### src/inc/button_irq_defs.svh
`ifndef BUTTON_IRQ_DEFS_SVH
`define BUTTON_IRQ_DEFS_SVH

`define ADDR_BTN_STAT 8'h24
`define ADDR_BTN_MASK 8'h25
`define ADDR_BTN_SENSE 8'h26
`define ADDR_MISC_STAT 8'h28

`define BTN_MASK_RESET 6'h3f
`define BTN_STAT_RESET 6'h00
`define MISC_STAT_RESET 5'h00
`define MISC_MASK_RESET 5'h1f
`define RDATA_RESET 8'h00
`define BIT_PRESS 0

`define HELD1_SEC 4'h1
`define HELD2_SEC 4'h2
`define HELD3_SEC 4'h3
`define HELD4_SEC 4'h4
`define HELD8_SEC 4'h8

`define CLK_PERIOD_NS 10
`define HELD_UNIT_NS 1000000000
`define HELD_UNIT_CYCLES (`HELD_UNIT_NS / `CLK_PERIOD_NS)

`endif

### src/inc/button_irq_pkg.sv
`default_nettype none
package button_irq_pkg;
    typedef enum logic [3:0]
    {
        DB_RELEASED = 4'h1,
        DB_FALL = 4'h2,
        DB_PRESSED = 4'h4,
        DB_RISE = 4'h8
    } deb_state_t;
    typedef logic [7:0] reg_byte_t;
endpackage
`default_nettype wire

### src/design/button_and_power_event_irq.sv
// How it works
// - unmasked set button status bit pulls irq_out_n low
// - masked button status bit never pulls irq_out_n low
// - button mask at 0x25, press mask bit 0, all mask bits reset to 1
// - mask bits 1..5 gate held 1,2,3,4,8 s flags; bits 7..6 unused
// - press sense bit 0 reads 1 while debounced button is low
// - press sense comes through a debounce filter of programmable length
// - held sense bits 1..5 read 1 once held low beyond 1,2,3,4,8 s
// - held sense bits clear as soon as press sense returns to 0
// - sense register at 0x26 is read-only, resets to 0, bits 7..6 unused
// - misc bit 0 sets when standby or sleep to run completes
// - misc bit 1 sets when run to standby or sleep completes
// - misc bit 2 sets on a power-on button event
// - misc bit 3 sets when rail crosses the low-warning threshold
// - misc bit 4 sets on rail overvoltage crossing; bits 7..5 unused
// - misc bits clear on register read or on write of 1; 0 keeps
// - misc status at 0x28 resets to 0, flags stay set until cleared
// - press flag sets on every change of press sense
// - held flags set once held beyond the matching duration
`timescale 1ns/1ns
`default_nettype none
`include "button_irq_defs.svh"

module button_and_power_event_irq
#(
    parameter int unsigned SEC_CYCLES = `HELD_UNIT_CYCLES,
    parameter int unsigned DEB_W = 16
)
(
    input wire logic clk,
    input wire logic resetn,
    input wire logic power_button_input,
    input wire logic [DEB_W-1:0] debounce_fall_cycles,
    input wire logic [DEB_W-1:0] debounce_rise_cycles,
    input wire logic [4:0] misc_event_in,
    input wire logic [4:0] misc_mask,
    input wire logic [7:0] reg_addr,
    input wire logic reg_wr,
    input wire logic reg_rd,
    input wire button_irq_pkg::reg_byte_t reg_wdata,
    output button_irq_pkg::reg_byte_t reg_rdata,
    output logic irq_out_n
);
    import button_irq_pkg::*;

    localparam int unsigned PRE_W = $clog2(SEC_CYCLES + 1);

    function automatic logic [5:0] w1c(input logic [5:0] cur, input logic [5:0] set,
                                       input logic [5:0] clr);
        w1c = (cur & ~clr) | set;
    endfunction

    function automatic logic [4:0] held_vec(input logic [3:0] sec);
        held_vec = {sec >= `HELD8_SEC, sec >= `HELD4_SEC, sec >= `HELD3_SEC,
                    sec >= `HELD2_SEC, sec >= `HELD1_SEC};
    endfunction

    // pin and event synchronisers, first stage read only by the second
    logic btn_s1_q, btn_s2_q, btn_s1_d, btn_s2_d;
    logic [4:0] ev_s1_q, ev_s2_q, ev_s3_q, ev_s1_d, ev_s2_d, ev_s3_d;

    always_comb
    begin
        btn_s1_d = power_button_input;
        btn_s2_d = btn_s1_q;
        ev_s1_d = misc_event_in;
        ev_s2_d = ev_s1_q;
        ev_s3_d = ev_s2_q;
    end

    always_ff @(posedge clk or negedge resetn)
    begin
        if (!resetn)
        begin
            btn_s1_q <= 1'b1;
            btn_s2_q <= 1'b1;
            ev_s1_q <= 5'h00;
            ev_s2_q <= 5'h00;
            ev_s3_q <= 5'h00;
        end
        else
        begin
            btn_s1_q <= btn_s1_d;
            btn_s2_q <= btn_s2_d;
            ev_s1_q <= ev_s1_d;
            ev_s2_q <= ev_s2_d;
            ev_s3_q <= ev_s3_d;
        end
    end

    logic btn_low;
    logic [4:0] misc_evt;
    assign btn_low = ~btn_s2_q;
    // event inputs are levels; a rising edge marks one event
    assign misc_evt = ev_s2_q & ~ev_s3_q;

    // debounce filter
    deb_state_t deb_q, deb_d;
    logic [DEB_W-1:0] deb_cnt_q, deb_cnt_d;
    logic press_q, press_d;

    always_comb
    begin
        deb_d = deb_q;
        deb_cnt_d = deb_cnt_q;
        case (deb_q)
            DB_RELEASED:
            begin
                deb_cnt_d = '0;
                if (btn_low)
                    deb_d = DB_FALL;
            end
            DB_FALL:
            begin
                if (!btn_low)
                    deb_d = DB_RELEASED;
                else if (deb_cnt_q >= debounce_fall_cycles)
                    deb_d = DB_PRESSED;
                else
                    deb_cnt_d = deb_cnt_q + 1'b1;
            end
            DB_PRESSED:
            begin
                deb_cnt_d = '0;
                if (!btn_low)
                    deb_d = DB_RISE;
            end
            DB_RISE:
            begin
                if (btn_low)
                    deb_d = DB_PRESSED;
                else if (deb_cnt_q >= debounce_rise_cycles)
                    deb_d = DB_RELEASED;
                else
                    deb_cnt_d = deb_cnt_q + 1'b1;
            end
            default:
            begin
                deb_d = DB_RELEASED;
                deb_cnt_d = '0;
            end
        endcase
        // a short glitch back during a pending release keeps the press
        press_d = (deb_d == DB_PRESSED) || (deb_d == DB_RISE);
    end

    always_ff @(posedge clk or negedge resetn)
    begin
        if (!resetn)
        begin
            deb_q <= DB_RELEASED;
            deb_cnt_q <= '0;
            press_q <= 1'b0;
        end
        else
        begin
            deb_q <= deb_d;
            deb_cnt_q <= deb_cnt_d;
            press_q <= press_d;
        end
    end

    // held-duration timer, saturates at the longest threshold
    logic [PRE_W-1:0] pre_q, pre_d;
    logic [3:0] sec_q, sec_d;
    logic [4:0] held_q, held_d;

    always_comb
    begin
        pre_d = '0;
        sec_d = 4'h0;
        if (press_d)
        begin
            sec_d = sec_q;
            pre_d = pre_q + 1'b1;
            if (pre_q == PRE_W'(SEC_CYCLES - 1))
            begin
                pre_d = '0;
                if (sec_q < `HELD8_SEC)
                    sec_d = sec_q + 4'h1;
            end
        end
        held_d = held_vec(sec_d);
    end

    always_ff @(posedge clk or negedge resetn)
    begin
        if (!resetn)
        begin
            pre_q <= '0;
            sec_q <= 4'h0;
            held_q <= 5'h00;
        end
        else
        begin
            pre_q <= pre_d;
            sec_q <= sec_d;
            held_q <= held_d;
        end
    end

    // register file and interrupt pin
    logic [5:0] btn_mask_q, btn_mask_d, btn_stat_q, btn_stat_d, btn_set, btn_clr;
    logic [4:0] misc_stat_q, misc_stat_d, misc_set, misc_clr, misc_mask_q;
    logic irq_n_d;
    reg_byte_t rdata_d;
    logic [5:0] sense;

    assign sense = {held_q, press_q};

    always_comb
    begin
        btn_mask_d = btn_mask_q;
        if (reg_wr && reg_addr == `ADDR_BTN_MASK)
            btn_mask_d = reg_wdata[5:0];
        btn_set = {held_d & ~held_q, press_d != press_q};
        btn_clr = 6'h00;
        if (reg_wr && reg_addr == `ADDR_BTN_STAT)
            btn_clr = reg_wdata[5:0];
        if (reg_rd && reg_addr == `ADDR_BTN_STAT)
            btn_clr = 6'h3f;
        // set terms win over a same-cycle clear
        btn_stat_d = w1c(btn_stat_q, btn_set, btn_clr);
        misc_set = misc_evt;
        misc_clr = 5'h00;
        if (reg_wr && reg_addr == `ADDR_MISC_STAT)
            misc_clr = reg_wdata[4:0];
        if (reg_rd && reg_addr == `ADDR_MISC_STAT)
            misc_clr = 5'h1f;
        misc_stat_d = 5'(w1c({1'b0, misc_stat_q}, {1'b0, misc_set}, {1'b0, misc_clr}));
        irq_n_d = ~(|(btn_stat_d & ~btn_mask_d) | |(misc_stat_d & ~misc_mask));
        rdata_d = reg_rdata;
        if (reg_rd)
        begin
            case (reg_addr)
                `ADDR_BTN_STAT: rdata_d = {2'b00, btn_stat_q};
                `ADDR_BTN_MASK: rdata_d = {2'b00, btn_mask_q};
                `ADDR_BTN_SENSE: rdata_d = {2'b00, sense};
                `ADDR_MISC_STAT: rdata_d = {3'b000, misc_stat_q};
                default: rdata_d = `RDATA_RESET;
            endcase
        end
    end

    always_ff @(posedge clk or negedge resetn)
    begin
        if (!resetn)
        begin
            btn_mask_q <= `BTN_MASK_RESET;
            btn_stat_q <= `BTN_STAT_RESET;
            misc_stat_q <= `MISC_STAT_RESET;
            misc_mask_q <= `MISC_MASK_RESET;
            irq_out_n <= 1'b1;
            reg_rdata <= `RDATA_RESET;
        end
        else
        begin
            btn_mask_q <= btn_mask_d;
            btn_stat_q <= btn_stat_d;
            misc_stat_q <= misc_stat_d;
            misc_mask_q <= misc_mask;
            irq_out_n <= irq_n_d;
            reg_rdata <= rdata_d;
        end
    end
endmodule

`default_nettype wire

### config.mk
export PLATFORM = sky130hd
export DESIGN_NAME = button_and_power_event_irq
export DESIGN_NICKNAME = d
export VERILOG_FILES = /design/src/inc/button_irq_pkg.sv /design/src/design/button_and_power_event_irq.sv
export VERILOG_INCLUDE_DIRS = /design/src /design/src/inc
export SDC_FILE = /design/constraint.sdc
export NUM_CORES = 1
export LEC_CHECK = 0
export CAP_MARGIN = 25
export CORE_UTILIZATION = 60
export CTS_CLUSTER_SIZE = 28
export DETAILED_ROUTE_END_ITERATION = 10
export DONT_BUFFER_PORTS = 1
export HOLD_SLACK_MARGIN = 0.12
export PLACE_DENSITY = 0.76
export REMOVE_ABC_BUFFERS = 1
export SLEW_MARGIN = 10
export SYNTH_ARGS = -nofsm -noshare
export SYNTH_HDL_FRONTEND = slang
export SYNTH_SLANG_ARGS = --single-unit
### constraint.sdc
create_clock -name clk -period 6.05 [get_ports clk]
set_input_delay 0.605 -clock clk [delete_from_list [all_inputs] [get_ports clk]]
set_output_delay 0.605 -clock clk [all_outputs]
set_load 0.005 [all_outputs]
# [Word-level counts from Yosys, hierarchy flattened]
# Index checks and enable logic that the tools add are counted.
# W data, S select, Z words.
[op_classes] n_addsub=3 magnitude_cmp=8 eq_ne=16 mux=23 bitwise_logic=16 n_reduce_logical=9
[ops] cell="$mux W16" count=4
[ops] cell="$mux W27" count=2
[ops] cell="$mux W4" count=9
[ops] cell="$eq A8 B6 Y1 const B" count=4
[ops] cell="$ge A16 B16 Y1" count=2
[ops] cell="$pmux W16 S2" count=1
[ops] cell="$add A27 B1 Y27 const B" count=1
[ops] cell="$eq A27 B27 Y1 const B" count=1
[ops] cell="$pmux W6 S4" count=1
[ops] cell="$and A5 B5 Y5" count=4
[ops] cell="$not A5 Y5" count=4
[ops] cell="$mux W6" count=3
[ops] cell="$add A16 B1 Y16 const B" count=1
[ops] cell="$pmux W4 S4" count=1
[ops] cell="$and A6 B6 Y6" count=2
[ops] cell="$not A6 Y6" count=2
[ops] cell="$mux W5" count=2
[ops] cell="$eq A4 B3 Y1 const B" count=2
[ops] cell="$eq A4 B4 Y1 const B" count=2
[ops] cell="$ge A4 B2 Y1 const B" count=2
[ops] cell="$ne A2 B2 Y1 const B" count=4
[ops] cell="$or A6 B6 Y6" count=1
[ops] cell="$reduce_or A6 Y1" count=1
[ops] cell="$logic_and A1 B1 Y1" count=5
[ops] cell="other kinds (14)" count=14
[word_totals] register_bits=100 input_bits=63 output_inout_bits=9 wordCells=91

# [Depth between registers and ports, before layout]
[logic_depth] word_depth=14 depth_mapped=11 depth_no_buf=10

# [Worst setup path after synthesis]
# Ideal clock, no wire load.
[synth_path] path_type="input to register" from="in debounce_rise_cycles[0]" to="reg pre_q[10]" setup_time_ps=72 arrival_time_ps=2672 required_ps=5978 path_slack_ps=3305 stages=9 path_buffers=1 path_cell_list="ha_1 -> nand2b_1 -> a2111oi_0 -> a2111oi_0 -> or3b_1 -> o211ai_1 -> nand3_1 -> clkbuf_1 -> nor2_1"
[synth_between] elab_chain_cells=7 word_cells_on_any_way=8 cone_classes="order compare (1); eq/ne (2); mux (4); reduce/logical (1)"
[synth_rtl] item="from (decl)" line_no="button_and_power_event_irq.sv:34" text="input wire logic [DEB_W-1:0] debounce_rise_cycles,"
[synth_rtl] item="$ge A16 B16 Y1 *" line_no="button_and_power_event_irq.sv:132" text="else if (deb_cnt_q >= debounce_rise_cycles)"
[synth_rtl] item="$mux W4 *" line_no="button_and_power_event_irq.sv:132"
[synth_rtl] item="$mux W4 *" line_no="button_and_power_event_irq.sv:130" text="if (btn_low)"
[synth_rtl] item="$pmux W4 S4 *" line_no="button_and_power_event_irq.sv:106" text="case (deb_q)"
[synth_rtl] item="$eq A4 B3 Y1 or $eq A4 B4 Y1 (tied branches)" line_no="button_and_power_event_irq.sv:144" text="press_d = (deb_d == DB_PRESSED) || (deb_d == DB_RISE);"
[synth_rtl] item="$logic_or A1 B1 Y1 *" line_no="button_and_power_event_irq.sv:144"
[synth_rtl] item="$mux W27 *" line_no="button_and_power_event_irq.sv:172" text="if (press_d)"
[synth_rtl] item="named net pre_d[10]" line_no="button_and_power_event_irq.sv:164" text="logic [PRE_W-1:0] pre_q, pre_d;"
[synth_rtl] item="to (signal assigned)" line_no="button_and_power_event_irq.sv:196" text="pre_q <= pre_d;"
[synth_rtl] item="to (decl)" line_no="button_and_power_event_irq.sv:164"
# The timed path passes the listed nets; every way through them passes the cells marked *.
# A chain may end at the register's enable or synchronous reset.

# [Worst setup path after layout]
[layout_path] from="reg deb_cnt_q[0]" to="reg pre_q[2]"
[layout_between] elab_chain_cells=7 word_cells_on_any_way=11 cone_classes="order compare (2); eq/ne (2); mux (6); reduce/logical (1)"
[layout_rtl] item="from (decl)" line_no="button_and_power_event_irq.sv:99" text="logic [DEB_W-1:0] deb_cnt_q, deb_cnt_d;"
[layout_rtl] item="from (signal assigned)" line_no="button_and_power_event_irq.sv:158" text="deb_cnt_q <= deb_cnt_d;"
[layout_rtl] item="$ge A16 B16 Y1 (on tied branches)" line_no="button_and_power_event_irq.sv:132, button_and_power_event_irq.sv:117"
[layout_rtl] item="$mux W4 (on tied branches)" line_no="button_and_power_event_irq.sv:132, button_and_power_event_irq.sv:117"
[layout_rtl] item="$mux W4 (on tied branches)" line_no="button_and_power_event_irq.sv:130, button_and_power_event_irq.sv:115"
[layout_rtl] item="$pmux W4 S4 *" line_no="button_and_power_event_irq.sv:106"
[layout_rtl] item="$eq A4 B3 Y1 or $eq A4 B4 Y1 (tied branches)" line_no="button_and_power_event_irq.sv:144"
[layout_rtl] item="$logic_or A1 B1 Y1 *" line_no="button_and_power_event_irq.sv:144"
[layout_rtl] item="$mux W27 *" line_no="button_and_power_event_irq.sv:172"
[layout_rtl] item="named net pre_d[2]" line_no="button_and_power_event_irq.sv:164"
# Marks and branches as above.

==> run metrics <==
RSZ-0062 raised after global routing=no; Metal-1 WL=5.24 mm; die width=99.1 um; Peak VDD IR=0.147 mV; DRT iter0 DRCs=174; max-cap violations=0; clock sink count=a little under 100; Synth Register Bits=98; metal3 WL=656 um; port bufs=0; Num CTS Buffers=9; fmax=0.291 GHz; Placer Congestion=0.878; Via-to-Cell Ratio=6.22; syn avg cell area=roughly 9.5 sq um; share of cells above drive strength 1=7.93%; reg2reg path depth=9; pwr dens=198 nW/um^2; maximum clock insertion buffer count=2; Initial Utilization=61.5%; post-synthesis sequential area ratio=between 40% and 50%; final WL=between 10 and 15 mm; FF+latch area=2460 sq um; TNS Setup=0 ns; Slew HR=between 30% and 40%; CP Launch Type=register; Rows=35; Die Ht=99.1 um; Slew @ Worst Pin=approximately 0.99 ns; CP required=about 6.3 ns; DR vias=4376; diode count=0; FILL cells=759; post-route ant nets=0; CORE AREA=9200 sq um; vias in the first global route=4204; number of I/O pins=72; Remaining DRCs=0; CP Class=register to register; crit path capture type=register; Netlist cell types=78; cell area after synthesis=5660 sq um; Post-synth EDFFs=0; Hold Path Class=input pin to asynchronous set/reset pin; Area contributors post-synth=dfrtp_1, ha_1, dfstp_2, nor2_1, inv_1; CP Max Fanout=25; drt pass-1 iters=4; Synth warnings=0; Final Setup Violations=0; Clock Skews=0.0142 ns; pin count of the biggest net entering global routing=99; CTS H-tree lvls=3; predominant post-synthesis flop cell=dfrtp_1; Synth top area share=between 30% and 40%; Final #Nets=686; Gate Count Post-Synth=around 600; met2 routed WL=5.62 mm; Final period util=a little under three fifths; pins over their slew limit=0; post-synth top area cell=dfrtp_1; # Post-CTS Setup Buffers=0; per-cell routed wire length=roughly 17 um; area of the multi-input gates=2880 sq um; status=complete, no violations; grt total ovfl=0; fin cells=704; Final Hold Slack=0.173 ns; first-pass GRT wire length=19.5 mm; placed insts=between 600 and 700; die area=9820 sq um; FFs w/ async S/R, synth=100%; Worst-Skew Late Latency=0.36 ns; post-CTS sizing=0; commonest non-fill, non-tap cells in the layout=dfrtp_1, nor2_1, inv_1, nand2_1, ha_1; Arr. time, crit path=3.70 ns; CTS Root Cell=clkbuf_8; Lkg Pwr=2.68 nW; initial antenna violation count=0; clock-pin slew on the worst setup and hold paths=approximately 0.090 ns; most common cell after layout, fill and taps aside=dfrtp_1; GRT Util Overall=24.9%; Post-DP HPWL=8.53 mm; top routing layer used=met4; fin crit period=3.44 ns; Layout area overhead=4.69%; Final Hold Violating Endpoints=0; CTS tree=yes
## Yosys cell counts (all sizes together) (4+ instances only)
| library cell | instances |
|---|---|
| inv | 56 |
| clkbuf | 15 |
| ha | 35 |
| o22ai | 7 |
| a211o | 5 |
| mux2i | 7 |
| nor3 | 6 |
| and4 | 10 |
| a221oi | 5 |
| nand3b | 4 |
| buf | 6 |
| dfstp | 10 |
| nand3 | 28 |
| xor2 | 18 |
| o221ai | 4 |
| xnor2 | 10 |
| o21ai | 17 |
| nor2 | 61 |
| o211ai | 9 |
| nand4 | 11 |
| and3 | 12 |
| a21o | 7 |
| mux2 | 4 |
| a21oi | 27 |
| nor2b | 6 |
| and2 | 5 |
| or3 | 4 |
| dfrtp | 88 |
| nand2b | 9 |
| o31ai | 5 |
| or4 | 14 |
| nand2 | 42 |
## kinds of logic (layout without fill, tap and decap cells)
family | after synthesis | after routing | share of synthesized area, %
simple gates | 226 | 226 | 21.8
compound gates | 119 | 119 | 14.9
flops | 98 | 98 | 43.6
buf+inv | 77 | 74 | 5.57
fa+ha+maj | 35 | 35 | 7.74
xor+xnor | 28 | 28 | 4.34
mux | 11 | 11 | 2.03
other cells | 1 | 2 | 0.0663
## repair_timing
action | 4_1_cts | 5_1_grt
hold buffers | 1 | 0
endpoints found under the setup margin | 0 | 0
hold endpoints to repair | 98 | 0
## sequential cells by signal, indices dropped and copies added, names as in the netlist, 4 cells and up
signal,cells
btn_stat_q,6
pre_q,27
ev_s1_q,5
reg_rdata,6
deb_cnt_q,16
ev_s3_q,5
deb_q,4
ev_s2_q,5
sec_q,4
btn_mask_q,6
misc_stat_q,5
held_q,5
## critical path: stages (launching register included)
cell	delay, ns
dfrtp_1	0.41
inv_1	0.10
ha_1	0.27
nand2b_1	0.14
a2111oi_0	0.36
a2111oi_0	0.21
or3b_1	0.47
o211ai_1	0.33
nand3_1	0.73
nor2_1	0.33
## metrics by stage
stage	power, W	worst slack, ns	utilization [%]	area (sq um)
2_1_floorplan	0.000739	2.83	-	5560
3_3_place_gp	0.000752	2.63	62.0	5700
3_5_place_dp	0.000756	2.55	62.0	5700
4_1_cts	0.00118	2.60	64.4	5920
5_1_grt	0.00122	2.35	64.4	5920
6_report	0.00117	2.61	64.4	5920
## layout make-up
type | instances | share of cell area (%)
inverter | 56 | 3.55
multi-input combinational | 421 | 48.6
clock buffer | 10 | 2.16
clock inverter | 6 | 1.10
tap | 111 | 2.35
timing repair buffer | 2 | 0.592
sequential | 98 | 41.6
## report_power, final
| part | total, W | leakage (nW) | internal [W] | switching (W) |
|---|---|---|---|---|
| Clock | 0.000416 | 0.0971 | 0.000193 | 0.000223 |
| Combinational | 0.0000782 | 1.31 | 0.0000277 | 0.0000505 |
| Sequential | 0.000680 | 1.27 | 0.000669 | 0.0000103 |
## layer usage
layer,GRT usage [%],vias to the layer above
met2,41.3,131
met1,32.7,2098
met3,4.57,19
met4,9.73,0
li1,-,2128
met5,0,-
## final timing paths
path / from / endpoint / slack (ns)
min in group clk: power_button_input / btn_s1_q / 0.24
max: deb_cnt_q[0] / pre_q[2] / 2.61
min reg2reg: ev_s1_q[3] / ev_s2_q[3] / 0.36
max in group asynchronous: resetn / btn_mask_q[5] / 5.52
max reg2reg: deb_cnt_q[0] / pre_q[2] / 2.61
min: resetn / btn_stat_q[2] / 0.17
(Power assumes the default switching activity.)
